$ cat config.mk
export PLATFORM = sky130hd
export DESIGN_NAME = hss_ctrl
export DESIGN_NICKNAME = d
export VERILOG_FILES = /design/src/hss_pwm_pkg.sv /design/src/hss_ctrl.sv /design/src/hss_pwm_mod.sv
export VERILOG_INCLUDE_DIRS = /design/src
export SDC_FILE = /design/constraint.sdc
export NUM_CORES = 1
export LEC_CHECK = 0
export BUFFER_PORTS_ARGS = -buffer_cell sky130_fd_sc_hd__buf_2
export CAP_MARGIN = 20
export CELL_PAD_IN_SITES_DETAIL_PLACEMENT = 0
export CELL_PAD_IN_SITES_GLOBAL_PLACEMENT = 1
export CORE_MARGIN = 3
export CORE_UTILIZATION = 39
export CTS_CLUSTER_DIAMETER = 200
export CTS_CLUSTER_SIZE = 24
export DETAILED_ROUTE_END_ITERATION = 16
export MAX_ROUTING_LAYER = met4
export PLACE_DENSITY_LB_ADDON = 0.12
export SLEW_MARGIN = 30
export SYNTH_ARGS = -nofsm -noshare
export SYNTH_HDL_FRONTEND = slang
export SYNTH_SLANG_ARGS = --single-unit
$ cat constraint.sdc
create_clock -name clk -period 3 [get_ports clk]
set_clock_uncertainty 0.05 [all_clocks]
set_input_delay 0.15 -clock clk [delete_from_list [all_inputs] [get_ports clk]]
set_output_delay 0.15 -clock clk [all_outputs]
set_load 0.005 [all_outputs]
$ cat src/hss_pwm_defs.svh
/*
 * Constants of the switch-channel control block: fault flag positions,
 * timing figures and derived clock counts.
 * Assumes a 20 MHz system clock; included by its bare name.
 */
`ifndef HSS_PWM_DEFS_SVH
`define HSS_PWM_DEFS_SVH

`define CLK_PERIOD_NS   50
// fault flag bit positions
`define FLT_OC          0
`define FLT_SC          1
`define FLT_OT          2
`define FLT_ON_OPEN_LOAD_FLAG        3
`define FLT_OFF_OPEN_LOAD_FLAG       4
`define FLT_OS          5
// switch-on delay step, in PWM clock periods
`define DELAY_STEP      32
`define DUTY_FULL       8'hFF
// calibration pulse window on the chip select
`define CSB_MIN_NS      20000
`define CSB_MAX_NS      150000
`define CSB_MIN_CYC     ((`CSB_MIN_NS + `CLK_PERIOD_NS - 1) / `CLK_PERIOD_NS)
`define CSB_MAX_CYC     (`CSB_MAX_NS / `CLK_PERIOD_NS)
// allowed external clock period window
`define EXT_PER_MIN_NS  10000
`define EXT_PER_MAX_NS  100000
`define EXT_MIN_CYC     ((`EXT_PER_MIN_NS + `CLK_PERIOD_NS - 1) / `CLK_PERIOD_NS)
`define EXT_MAX_CYC     (`EXT_PER_MAX_NS / `CLK_PERIOD_NS)
// default internal PWM clock period
`define INT_PER_DEF_NS  19500
`define INT_PER_DEF_CYC (`INT_PER_DEF_NS / `CLK_PERIOD_NS)

`endif

$ cat src/hss_pwm_pkg.sv
/*
 * Types shared by the channel modulator and the control top.
 * Assumes the constants header is included where numbers are needed.
 */
package hss_pwm_pkg;

   // per-channel settings; diag_cfg stays last (low bits)
   typedef struct packed {
      logic [7:0] duty;
      logic       on;
      logic       pwm_en;
      logic       clk_int;
      logic       prescale;
      logic [2:0] delay;
      logic       dir_dis;
      logic [2:0] diag_cfg;
   } chan_cfg_t;

   // per-channel status from protection and retry logic
   typedef struct packed {
      logic       in_pin;
      logic       latch_evt;
      logic       cause;
      logic       retry_reset;
      logic       retry_en;
      logic       retry_busy;
      logic       retry_turn_on;
   } chan_evt_t;

   typedef logic [5:0] fault_flags_t;

   typedef enum logic [1:0] {
      CAL_IDLE    = 2'b00,
      CAL_ARMED   = 2'b01,
      CAL_MEASURE = 2'b11
   } cal_state_t;

endpackage

$ cat src/hss_ctrl.sv
/*
 * Control of a dual high side switch: two PWM modulators, external
 * clock monitor, internal clock calibration, fault delatching, fault
 * flags and channel mirroring for parallel operation.
 * Assumes all inputs synchronous to clk; register contents arrive as
 * plain ports, reads and writes as one-cycle strobes.
 */
`timescale 1ns/1ps
`include "hss_pwm_defs.svh"

////////////////////////////////////////////////////////////////////////
// Behaviour
// - latched channel turns on again only after delatch; fault pin high only when none latched
// - delatch by fault control 1-0-1 or retry reset, effective at turn-on edge
// - fault control = (direct input and direct not disabled) or on bit
// - delatch sequence during retry turns channel on unconditionally
// - power-on delatches all channels and clears all fault flags
// - fail-safe entry in fault mode delatches and resets registers
// - new faults in fail-safe neither reset retry nor delatch
// - independent modulator per channel; clock select picks internal or external
// - on bit clear is off; duty n gives (n+1)/256; all ones full on
// - divide by 256, or 512 with prescaler on external clock
// - switch-on delay of code times 32 PWM clock periods
// - enabling both together on external clock synchronises channels
// - bad external clock is ignored, fault pin low, clock-fail set
// - clock-fail clears only after read and clock back in range, or at power-on
// - calibration measures chip select low pulse, sets internal period
// - pulse outside window leaves the internal period unchanged
// - parallel mode mirrors channel 0 settings except channel 1 diagnostics
// - channel 0 flags copy to channel 1 on new events; 3-5 independent
// - latched fault flag survives reads until delatched
module hss_ctrl #(
   parameter int PER_W = 12
) (
   // clock and reset
   input  wire logic                          clk,
   input  wire logic                          rstn,
   input  wire logic                          ce,
   // configuration
   input  wire hss_pwm_pkg::chan_cfg_t [1:0]  cfg,
   input  wire logic                          parallel,
   // pins
   input  wire logic                          ext_clk,
   input  wire logic                          chip_select_n,
   // events and strobes
   input  wire logic                          cal_cmd,
   input  wire logic                          diag_read,
   input  wire logic [1:0]                    flags_read,
   input  wire hss_pwm_pkg::chan_evt_t [1:0]  evt,
   input  wire hss_pwm_pkg::fault_flags_t [1:0] fault_evt,
   input  wire hss_pwm_pkg::fault_flags_t [1:0] fault_cause,
   input  wire logic                          fault_now,
   input  wire logic                          por,
   input  wire logic                          failsafe,
   input  wire logic                          fault_mode,
   // outputs
   output logic [1:0]                         out_on,
   output logic                               fault_status_out_n,
   output logic                               clock_fail,
   output logic [1:0]                         latched,
   output logic [1:0]                         uncond_on,
   output logic                               regs_reset,
   output hss_pwm_pkg::fault_flags_t [1:0]    fault_flags_reg,
   output hss_pwm_pkg::chan_cfg_t             eff_cfg1,
   output logic [PER_W-1:0]                   int_period
);

   localparam logic [PER_W-1:0] CSB_MIN = PER_W'(`CSB_MIN_CYC);
   localparam logic [PER_W-1:0] CSB_MAX = PER_W'(`CSB_MAX_CYC);
   localparam logic [PER_W-1:0] EXT_MIN = PER_W'(`EXT_MIN_CYC);
   localparam logic [PER_W-1:0] EXT_MAX = PER_W'(`EXT_MAX_CYC);
   localparam logic [PER_W-1:0] INT_DEF = PER_W'(`INT_PER_DEF_CYC);
   localparam logic [PER_W-1:0] SAT     = {PER_W{1'b1}};

   /////////////////////////////////////////////////////////////////////
   // parallel mirroring

   hss_pwm_pkg::chan_cfg_t eff [2];
   wire hss_pwm_pkg::chan_cfg_t mirror =
      hss_pwm_pkg::chan_cfg_t'({cfg[0][$bits(cfg[0])-1:3], cfg[1].diag_cfg});
   assign eff[0] = cfg[0];
   assign eff[1] = parallel ? mirror : cfg[1];

   /////////////////////////////////////////////////////////////////////
   // external clock monitor

   logic             ext_q;
   logic [PER_W-1:0] ext_cnt;
   logic             fail_read;
   wire ext_rise  = ext_clk && !ext_q;
   wire mon_on    = (eff[0].pwm_en && !eff[0].clk_int) ||
                    (eff[1].pwm_en && !eff[1].clk_int);
   wire too_slow  = ext_cnt > EXT_MAX;
   wire too_fast  = ext_rise && ext_cnt < EXT_MIN;
   wire ext_bad   = mon_on && (too_slow || too_fast);
   wire ext_good  = ext_rise && !too_fast && !too_slow;
   wire fail_clr  = clock_fail && fail_read && ext_good && !ext_bad;

   always_ff @(posedge clk or negedge rstn) begin
      if (!rstn) begin
         ext_q      <= 1'b0;
         ext_cnt    <= '0;
         clock_fail <= 1'b0;
         fail_read  <= 1'b0;
      end else if (ce) begin
         ext_q   <= ext_clk;
         ext_cnt <= ext_rise ? PER_W'(1) : (ext_cnt == SAT ? SAT : ext_cnt + PER_W'(1));
         if (por) begin
            clock_fail <= 1'b0;
            fail_read  <= 1'b0;
         end else if (ext_bad) begin
            clock_fail <= 1'b1; // set wins over the read
         end else if (fail_clr) begin
            clock_fail <= 1'b0;
            fail_read  <= 1'b0;
         end else if (diag_read && clock_fail) begin
            fail_read  <= 1'b1;
         end
      end
   end

   /////////////////////////////////////////////////////////////////////
   // internal clock and calibration

   hss_pwm_pkg::cal_state_t cal_st;
   logic             csn_q;
   logic [PER_W-1:0] csb_cnt;
   logic [PER_W-1:0] int_cnt;
   wire csn_fall = !chip_select_n && csn_q;
   wire csn_rise = chip_select_n && !csn_q;
   wire cal_done = cal_st == hss_pwm_pkg::CAL_MEASURE && csn_rise;
   wire cal_ok   = csb_cnt >= CSB_MIN && csb_cnt <= CSB_MAX;
   wire int_tick = int_cnt >= int_period - PER_W'(1);

   always_ff @(posedge clk or negedge rstn) begin
      if (!rstn) begin
         cal_st     <= hss_pwm_pkg::CAL_IDLE;
         csn_q      <= 1'b1;
         csb_cnt    <= '0;
         int_cnt    <= '0;
         int_period <= INT_DEF;
      end else if (ce) begin
         csn_q   <= chip_select_n;
         int_cnt <= int_tick ? '0 : int_cnt + PER_W'(1);
         if (cal_st == hss_pwm_pkg::CAL_MEASURE && csb_cnt != SAT) begin
            csb_cnt <= csb_cnt + PER_W'(1);
         end
         unique case (cal_st)
            hss_pwm_pkg::CAL_IDLE: begin
               if (cal_cmd) begin
                  cal_st <= hss_pwm_pkg::CAL_ARMED;
               end
            end
            hss_pwm_pkg::CAL_ARMED: begin
               if (csn_fall) begin
                  cal_st  <= hss_pwm_pkg::CAL_MEASURE;
                  csb_cnt <= PER_W'(1);
               end
            end
            hss_pwm_pkg::CAL_MEASURE: begin
               if (csn_rise) begin
                  cal_st <= hss_pwm_pkg::CAL_IDLE;
               end
            end
            default: cal_st <= hss_pwm_pkg::CAL_IDLE;
         endcase
         if (cal_done && cal_ok) begin
            int_period <= csb_cnt; // period per step, times 256 per cycle
         end
      end
   end

   /////////////////////////////////////////////////////////////////////
   // modulators and per-channel delatch

   logic fs_q;
   wire fs_entry  = failsafe && !fs_q && fault_mode;
   wire glob_clr  = por || fs_entry;

   for (genvar x = 0; x < 2; x++) begin : g_ch
      logic fc_q;
      logic seen_low;
      logic pend;
      hss_pwm_pkg::fault_flags_t keep_mask;
      hss_pwm_pkg::fault_flags_t set_vec;
      wire fc      = (evt[x].in_pin && !eff[x].dir_dis) || eff[x].on;
      wire fc_rise = fc && !fc_q;
      wire fc_fall = !fc && fc_q;
      wire seq_ok  = fc_rise && seen_low && !evt[x].cause; // 1-0-1
      wire turn_on = fc_rise || evt[x].retry_turn_on;
      // in fail-safe the sequence or a pending retry reset still delatches
      wire delatch = latched[x] && !evt[x].cause &&
                     (seq_ok || (pend && turn_on));
      wire force_on = !latched[x] && evt[x].retry_busy && seq_ok;

      // latched fault bits survive reads
      assign keep_mask = fault_cause[x] | (latched[x] ? 6'b00_0111 : 6'b00_0000);
      // parallel: channel 0 events reach channel 1, 3 to 5 stay own
      if (x == 1) begin : g_par
         assign set_vec = fault_evt[1] |
                          (parallel ? (fault_evt[0] & 6'b00_0111) : 6'b00_0000);
      end else begin : g_solo
         assign set_vec = fault_evt[0];
      end

      hss_pwm_mod u_mod (
         .clk      (clk),
         .rstn     (rstn),
         .ce       (ce),
         .cfg      (eff[x]),
         .int_tick (int_tick),
         .ext_tick (ext_rise),
         .clk_fail (clock_fail),
         .out_on   (out_on[x])
      );

      always_ff @(posedge clk or negedge rstn) begin
         if (!rstn) begin
            fc_q               <= 1'b0;
            seen_low           <= 1'b0;
            pend               <= 1'b0;
            latched[x]         <= 1'b0;
            uncond_on[x]       <= 1'b0;
            fault_flags_reg[x] <= '0;
         end else if (ce) begin
            fc_q         <= fc;
            uncond_on[x] <= force_on;
            if (fc_fall && (latched[x] || evt[x].retry_busy)) begin
               seen_low <= 1'b1;
            end else if (fc_rise) begin
               seen_low <= 1'b0;
            end
            if (glob_clr) begin
               latched[x] <= 1'b0;
               pend       <= 1'b0;
            end else if (evt[x].latch_evt) begin
               latched[x] <= 1'b1; // new latch wins over delatch
            end else if (delatch) begin
               latched[x] <= 1'b0;
               pend       <= 1'b0;
            end else if (evt[x].retry_reset && evt[x].retry_en && latched[x]) begin
               pend <= 1'b1; // waits for the turn-on edge
            end
            if (por) begin
               fault_flags_reg[x] <= '0;
            end else if (flags_read[x]) begin
               fault_flags_reg[x] <= (fault_flags_reg[x] & keep_mask) | set_vec;
            end else begin
               fault_flags_reg[x] <= fault_flags_reg[x] | set_vec;
            end
         end
      end
   end

   /////////////////////////////////////////////////////////////////////
   // global outputs

   wire next_fsb_n = !(|latched || clock_fail || fault_now);

   always_ff @(posedge clk or negedge rstn) begin
      if (!rstn) begin
         fs_q               <= 1'b0;
         regs_reset         <= 1'b0;
         fault_status_out_n <= 1'b1;
         eff_cfg1           <= '0;
      end else if (ce) begin
         fs_q               <= failsafe;
         regs_reset         <= fs_entry; // except power-on and parallel bits
         fault_status_out_n <= next_fsb_n;
         eff_cfg1           <= eff[1];
      end
   end

   AST_FSB_LATCH: assert property (@(posedge clk) disable iff (!rstn)
      ce && |latched |=> !fault_status_out_n) else $error("fault pin high while latched");

   AST_POR_CLEAR: assert property (@(posedge clk) disable iff (!rstn)
      ce && por |=> latched == 2'b00 && fault_flags_reg == '0)
      else $error("power-on left latch or flags");

   AST_FS_ENTRY: assert property (@(posedge clk) disable iff (!rstn)
      ce && failsafe && !fs_q && fault_mode && !(|{evt[1].latch_evt, evt[0].latch_evt})
      |=> latched == 2'b00 && regs_reset) else $error("fail-safe entry kept latch");

   AST_FS_NO_DELATCH: assert property (@(posedge clk) disable iff (!rstn)
      ce && fs_q && failsafe && !por && latched[0] && !g_ch[0].seq_ok && !g_ch[0].pend
      |=> latched[0]) else $error("delatch in fail-safe without sequence");

   AST_CLKFAIL_HOLD: assert property (@(posedge clk) disable iff (!rstn)
      ce && clock_fail && !fail_read && !por |=> clock_fail)
      else $error("clock-fail cleared before read");

   AST_CLKFAIL_FSB: assert property (@(posedge clk) disable iff (!rstn)
      ce && ext_bad ##1 ce |=> clock_fail && !fault_status_out_n)
      else $error("bad clock not flagged");

   AST_CAL_REJECT: assert property (@(posedge clk) disable iff (!rstn)
      ce && cal_done && !cal_ok |=> $stable(int_period))
      else $error("out-of-window calibration taken");

   AST_CAL_TAKE: assert property (@(posedge clk) disable iff (!rstn)
      ce && cal_done && cal_ok |=> int_period == $past(csb_cnt))
      else $error("calibration not applied");

   AST_PAR_MIRROR: assert property (@(posedge clk) disable iff (!rstn)
      ce && parallel |=> eff_cfg1.duty == $past(cfg[0].duty) &&
      eff_cfg1.diag_cfg == $past(cfg[1].diag_cfg)) else $error("mirror wrong");

   AST_LATCH_FLAG: assert property (@(posedge clk) disable iff (!rstn)
      ce && latched[0] && fault_flags_reg[0][`FLT_OC] && !por |=> fault_flags_reg[0][`FLT_OC])
      else $error("latched flag cleared");

endmodule // hss_ctrl

$ cat src/hss_pwm_mod.sv
/*
 * One channel PWM modulator with prescaler and switch-on delay.
 * Assumes clock ticks arrive as one-cycle pulses on clk.
 */
`timescale 1ns/1ps
`include "hss_pwm_defs.svh"

module hss_pwm_mod (
   // clock and reset
   input  wire logic                   clk,
   input  wire logic                   rstn,
   input  wire logic                   ce,
   // settings and clocks
   input  wire hss_pwm_pkg::chan_cfg_t cfg,
   input  wire logic                   int_tick,
   input  wire logic                   ext_tick,
   input  wire logic                   clk_fail,
   // output state
   output logic                        out_on
);

   logic       half;
   logic       en_q;
   logic [7:0] cnt;
   logic [7:0] dly;

   wire ignore   = clk_fail && !cfg.clk_int;
   wire ext_sel  = ext_tick && (!cfg.prescale || half);
   wire tick     = cfg.clk_int ? int_tick : ext_sel;
   wire en_rise  = cfg.pwm_en && !en_q;
   wire running  = cfg.pwm_en && !ignore && dly == 8'h00;
   wire cmp_on   = cfg.duty == `DUTY_FULL || cnt <= cfg.duty;
   wire [7:0] dly_load = 8'({cfg.delay, 5'b0_0000}); // code * 32

   // off without on bit; plain on bit when not modulating or clock ignored
   wire next_out = !cfg.on ? 1'b0 :
                   (!cfg.pwm_en || ignore) ? 1'b1 :
                   running && cmp_on;

   always_ff @(posedge clk or negedge rstn) begin
      if (!rstn) begin
         half   <= 1'b0;
         en_q   <= 1'b0;
         cnt    <= 8'h00;
         dly    <= 8'h00;
         out_on <= 1'b0;
      end else if (ce) begin
         en_q   <= cfg.pwm_en;
         out_on <= next_out;
         if (ext_tick) begin
            half <= !half;
         end
         if (!cfg.pwm_en) begin
            cnt <= 8'h00;
            dly <= 8'h00;
            half <= 1'b0;
         end else if (en_rise) begin
            // enable edge restarts this channel's counter and loads its delay
            cnt <= 8'h00;
            dly <= dly_load;
         end else if (tick && !ignore) begin
            if (dly != 8'h00) begin
               dly <= dly - 8'h01;
            end else begin
               cnt <= cnt + 8'h01;
            end
         end
      end
   end

   AST_OFF_WHEN_NO_ON: assert property (@(posedge clk) disable iff (!rstn)
      ce && !cfg.on |=> !out_on) else $error("channel on while on bit clear");

   AST_FULL_ON: assert property (@(posedge clk) disable iff (!rstn)
      ce && cfg.on && running && cfg.duty == 8'hFF |=> out_on)
      else $error("full duty not fully on");

endmodule // hss_pwm_mod

=== Word-level counts from Yosys, hierarchy flattened ===
Cells that the tools add are included.

* Flip-flop bits (word level): 135
* Input bits: 90
* Output and inout bits: 52
* Logic and storage cells: 292

* $add $sub $neg: 8
* Magnitude comparators: 7
* Equality and inequality tests: 20
* Mux-type cells: 69
* Bitwise logic cells: 9
* Reduce and logical (&&, ||, !) cells: 138

{| class="wikitable"
|+ Operator list
! kind !! number
|-
| $mux W8 || 16
|-
| $mux W12 || 6
|-
| $logic_and A1 B1 Y1 || 59
|-
| $add A12 B1 Y12 const B || 3
|-
| $mux W1 || 35
|-
| $logic_not A1 Y1 || 30
|-
| $mux W6 || 4
|-
| $or A6 B6 Y6 || 4
|-
| $reduce_and A3 Y1 || 7
|-
| $logic_or A1 B1 Y1 || 19
|-
| $mux W19 || 1
|-
| $or A6 B3 Y6 || 3
|-
| $reduce_bool A3 Y1 || 6
|-
| $add A8 B1 Y8 const B || 2
|-
| $eq A8 B8 Y1 const B || 2
|-
| $le A8 B8 Y1 || 2
|-
| $logic_not A8 Y1 || 2
|-
| $reduce_and A2 Y1 || 8
|-
| $reduce_bool A8 Y1 || 2
|-
| $sub A8 B1 Y8 const B || 2
|-
| $and A6 B6 Y6 || 2
|-
| $eq A12 B12 Y1 const B || 1
|-
| $ge A12 B12 Y1 || 1
|-
| $ge A12 B9 Y1 const B || 1
|-
| other kinds (19) || 33
|}

=== Longest topological paths before layout ===
* Word-level depth: 12
* Gate-level depth with buffers: 14
* Mapped depth without buffers: 12

=== Hierarchy ===
From an unflattened synthesis, not the netlist that was laid out.

* Cell total of the unflattened synthesis: 875
* Area, all modules: 8035.2 um2

{| class="wikitable"
|+ Modules (own cells, without submodules)
! module !! times used !! cells each !! area an instance (um2) !! sequential area each (um2)
|-
| hss_ctrl || 1 || 571 || 5416.4 || 2459.9
|-
| hss_pwm_mod at g_ch[1].u_mod || 1 || 156 || 1322.5 || 475.5
|-
| hss_pwm_mod at g_ch[0].u_mod || 1 || 148 || 1296.2 || 475.5
|}

=== Least setup slack after synthesis ===
Ideal clock, no wire load.

* Kind: register to register
* From: reg int_period[9]
* To: reg g_ch[0].u_mod.dly[1]
* Setup time: 138 ps
* Data arrival time: 2853 ps
* Data required time: 2812 ps
* Path slack: -42 ps
* Stages on the path, launching flop included: 11
* Path buffers: 1
* Period minus slack after synthesis: 3042 ps
* Path through: dfrtp_1 or4_1 nor3_1 xnor2_1 ha_1 and4_1 a211oi_1 a21oi_1 buf_2 o21ai_0 o22ai_1

* Cells in the longest elaborated chain, start to end: 6

{| class="wikitable"
|+ Ends and longest elaborated chain
! element !! line !! source
|-
| from (decl) || hss_ctrl.sv:65 || <nowiki>output logic [PER_W-1:0] int_period</nowiki>
|-
| from (signal assigned) || hss_ctrl.sv:168 || <nowiki>int_period <= csb_cnt;</nowiki>
|-
| $sub A12 B1 Y12 || hss_ctrl.sv:133 || <nowiki>wire int_tick = int_cnt >= int_period - PER_W'(1);</nowiki>
|-
| $ge A12 B12 Y1 || hss_ctrl.sv:133 ||
|-
| $mux W1 || hss_pwm_mod.sv:29 || <nowiki>wire tick = cfg.clk_int ? int_tick : ext_sel;</nowiki>
|-
| $logic_and A1 B1 Y1 || hss_pwm_mod.sv:61 || <nowiki>end else if (tick && !ignore) begin</nowiki>
|-
| $ne A3 B1 Y1 (no source line) || n/a ||
|-
| $reduce_and A3 Y1 (no source line) || n/a ||
|-
| to (signal assigned) || hss_pwm_mod.sv:60 || <nowiki>dly <= dly_load;</nowiki>
|-
| to (signal assigned) || hss_pwm_mod.sv:63 || <nowiki>dly <= dly - 8'h01;</nowiki>
|-
| to (decl) || hss_pwm_mod.sv:25 || <nowiki>logic [7:0] dly;</nowiki>
|}

No other way between the ends.
A chain may end at the register's enable or synchronous reset.

=== Final worst setup path ===
* From: reg int_period[9]
* To: reg g_ch[0].u_mod.dly[2]

The elaborated chain is that of the path after synthesis.

==> metrics.txt <==
crit path launch type=flip-flop; Final Util=between 50% and 60%; Post-synth ARST share=100%; CTS sink cnt=about 140; worst-path fanout max=5; GR Overflow Total=0; DRC Markers=0; Max-Cap Viols=0; dpl ws=-0.0813 ns; Yosys cell types=a little over 70; final net count=between 1000 and 1500; cell taking the most area after synthesis=dfrtp_1; routed wire length=23000 um; Setup crit end kind=flip-flop; Slew Viols, Final=0; largest net degree at the start of global routing=69; Logic pwr share=~28%; TritonRoute pass-1 iters=4; Top Registers=eff_cfg1 x18, g_ch.u_mod.cnt x16, g_ch.u_mod.dly x16; Peak supply drop=0.400 mV; Sw Ratio=33.3%; period utilization=99.8%; worst-margin pin slew=between 0.9 and 1 ns; sequential power share=roughly 38%; core area=~20000 um2; min-delay worst type=in2reg; FMAX=334 MHz; global-route usage over all layers=21.4%; Total Power=about 6400 uW; CTS Root Cell=clkbuf_16; Crit path arrival time=3.26 ns; Mapped Cells=865; Placed Cells=1279; antenna-violating nets left=0; CTS tree=done; Placement Rows=just over 50; Synth top area share=between 40 and 50%; instance area at placement=just over 9000 um2; Slew headroom=37.1%; fin cells=1338; Cell Chain, Critical Path=or4_4 -> nor2_4 -> xnor2_2 -> ha_1 -> and4_4 -> o211ai_1 -> or2_1 -> a21oi_2 -> buf_4 -> buf_6 -> o221a_4 -> mux2i_1; H-tree level count=4; Max clock buf depth=2; sequential share of the synthesized area=roughly 43%; Clock Latency Late Sink=about 0.43 ns; worst setup margin=roughly 0.0056 ns; Starting Density=~40%; initial antenna violation count=2; DRT iter0 DRCs=between 300 and 400; die span in y=149 um; RSZ-0062 raised after global routing=yes; Die Wd=~150 um; Fin. Hold Viols=0; global-route wire length before repair=~37000 um; outcome=finished, final reports clean; Clock power frac=34.4%; post-DP HPWL=16800 um; largest reg by FF count=eff_cfg1; clock slew at reported path FFs=about 0.07 ns; number of flip-flops in the largest register=18; Post-synth EDFFs=0; Pwr per Cell Area=620 nW/um2; Switch Pwr=between 2000 and 2500 uW; CTS buffer count=17; ys flop type=dfrtp_1; Worst Path Required=between 3 and 4 ns; largest cells by area after synthesis=dfrtp_1 41%, ha_1 6.3%, o21ai_0 4.4%; CP max-delay cell=or4_4; per-cell routed wire length=17.2 um; Max stage delay on crit path=approximately 0.56 ns; critical path class=reg2reg; via count=7193; count of state elements after synthesis=~140; Area growth syn-to-layout=30.6%; Mapped Nets=~1000; Final min period=2.99 ns; GP Congestion=roughly 0.83; number of global-route vias before repair=around 7000; cell area after layout=about 10000 um2; final setup fails=0; io pins=roughly 140; share of cells above drive strength 1=28.3%; LEAKAGE=between 0.004 and 0.005 uW; Post-Syn Area=around 8000 um2; YS warnings=0; # port buffers=around 140; syn_area_per_cell=9.21 um2; Die ar.=about 22000 um2; DR vias/cell=5.38; Pint=4300 uW
-- power by group through the flow --
| stage | Combinational (uW) | Sequential [uW] | Clock [uW] |
|---|---|---|---|
| after floorplan | 1130 | 2370 | 0 |
| after global placement | 1640 | 2470 | 0 |
| after detailed placement | 1640 | 2470 | 0 |
| after CTS | 1680 | 2440 | 2270 |
| after global routing | 2000 | 2500 | 2370 |
| final | 1780 | 2450 | 2220 |
-- cell usage in the layout (no fill, tap or decap), types with 8 or more instances in the layout --
cell type,netlist,final
o2bb2ai_1,11,11
ha_1,40,40
o21ai_0,70,52
nor3_1,15,13
buf_6,1,12
buf_4,4,41
o21ai_1,5,16
o211ai_1,10,10
mux2_2,18,18
a21o_1,11,11
mux2i_1,16,16
xor2_1,17,17
buf_2,3,136
nor2_1,86,85
a21oi_1,62,59
xnor2_1,14,12
inv_1,42,42
dfrtp_1,129,129
nor2b_1,9,9
nand3_1,30,30
nand2_1,60,57
dlygate4sd3_1,0,18
a31oi_1,9,9
clkbuf_16,0,17
nand2b_1,15,15
nand4_1,14,14
and3_1,15,15
a22oi_1,8,8
-- cell families (layout without fill, tap and decap cells) --
| group | Yosys count | after routing | share of synthesized area (%) |
|---|---|---|---|
| fa+ha+maj | 40 | 40 | 6.29 |
| other cells | 0 | 2 | 0 |
| buf+inv | 77 | 283 | 3.96 |
| mux | 35 | 35 | 4.73 |
| xor+xnor | 31 | 31 | 3.41 |
| simple gates | 287 | 287 | 18.0 |
| compound gates | 260 | 260 | 21.1 |
| flops | 135 | 135 | 42.5 |
-- layout make-up --
cell class / count / area [um2]
Antenna cell: 2 / 5.00
Sequential cell: 135 / 3390
Multi-Input combinational cell: 653 / 4550
Tap cell: 265 / 332
Clock buffer: 19 / 443
Timing Repair Buffer: 209 / 1340
Fill cell: 1884 / 9380
Clock inverter: 13 / 180
Inverter: 42 / 158
-- final timing paths --
kind	end	slack (ns)	cells after the start	start
max in group asynchronous	csn_q$_DFFE_PN1P_	1.84	3	rstn
worst max-delay path	g_ch[0].u_mod.dly[2]$_DFFE_PN0P_	0.006	12	int_period[9]$_DFFE_PN0P_
min in group asynchronous	fault_flags_reg[5]$_DFFE_PN0P_	0.25	2	rstn
worst max register to register	g_ch[0].u_mod.dly[2]$_DFFE_PN0P_	0.006	12	int_period[9]$_DFFE_PN0P_
worst min register to register	uncond_on[0]$_DFFE_PN0P_	0.43	1	uncond_on[0]$_DFFE_PN0P_
worst min-delay path	fault_flags_reg[9]$_DFFE_PN0P_	0.02	3	fault_evt[9]
-- per-layer routing --
layer	wire length (um)	part of all wire, %	track usage [%]	vias to the layer above
li1	-	-	-	3555
met1	11200	49	30.4	3440
met2	10300	45	32.0	173
met3	1250	5.4	3.89	25
met4	263	1.1	5.40	0
met5	0	0	-	-
-- Yosys cell counts (16+ instances only) --
cell,count
a21oi_1,62
xor2_1,17
dfrtp_1,129
ha_1,40
mux2i_1,16
nor2_1,86
o21ai_0,70
nand2_1,60
clkbuf_1,20
mux2_2,18
nand3_1,30
inv_1,42
-- stage by stage --
stage | setup TNS (ns) | hold slack [ns]
after global placement | -0.326 | 0.160
after detailed placement | -0.935 | 0.163
after global routing | -2.31 | 0.0328
after CTS | -0.0700 | 0.00434
final | 0 | 0.0170
after floorplan | 0 | -0.196
-- critical path: cells and delay by family (launching register included) --
| kind | cells | cell delay [ns] |
|---|---|---|
| compound gates | 3 | 0.52 |
| xor+xnor | 1 | 0.06 |
| fa+ha+maj | 1 | 0.34 |
| buf+inv | 2 | 0.26 |
| flops | 1 | 0.37 |
| mux | 1 | 0.06 |
| simple gates | 4 | 1.23 |
-- timing repair --
action / 4_1_cts / 5_1_grt
setup endpoints to repair: 29 / 42
pin swaps: 9 / 14
gates resized for setup: 10 / 79
hold buffers: 18 / 0
setup buffers: 0 / 9
hold endpoints to repair: 81 / 0
gates cloned: 0 / 1
No activity file was read; power rests on OpenSTA's default activity.
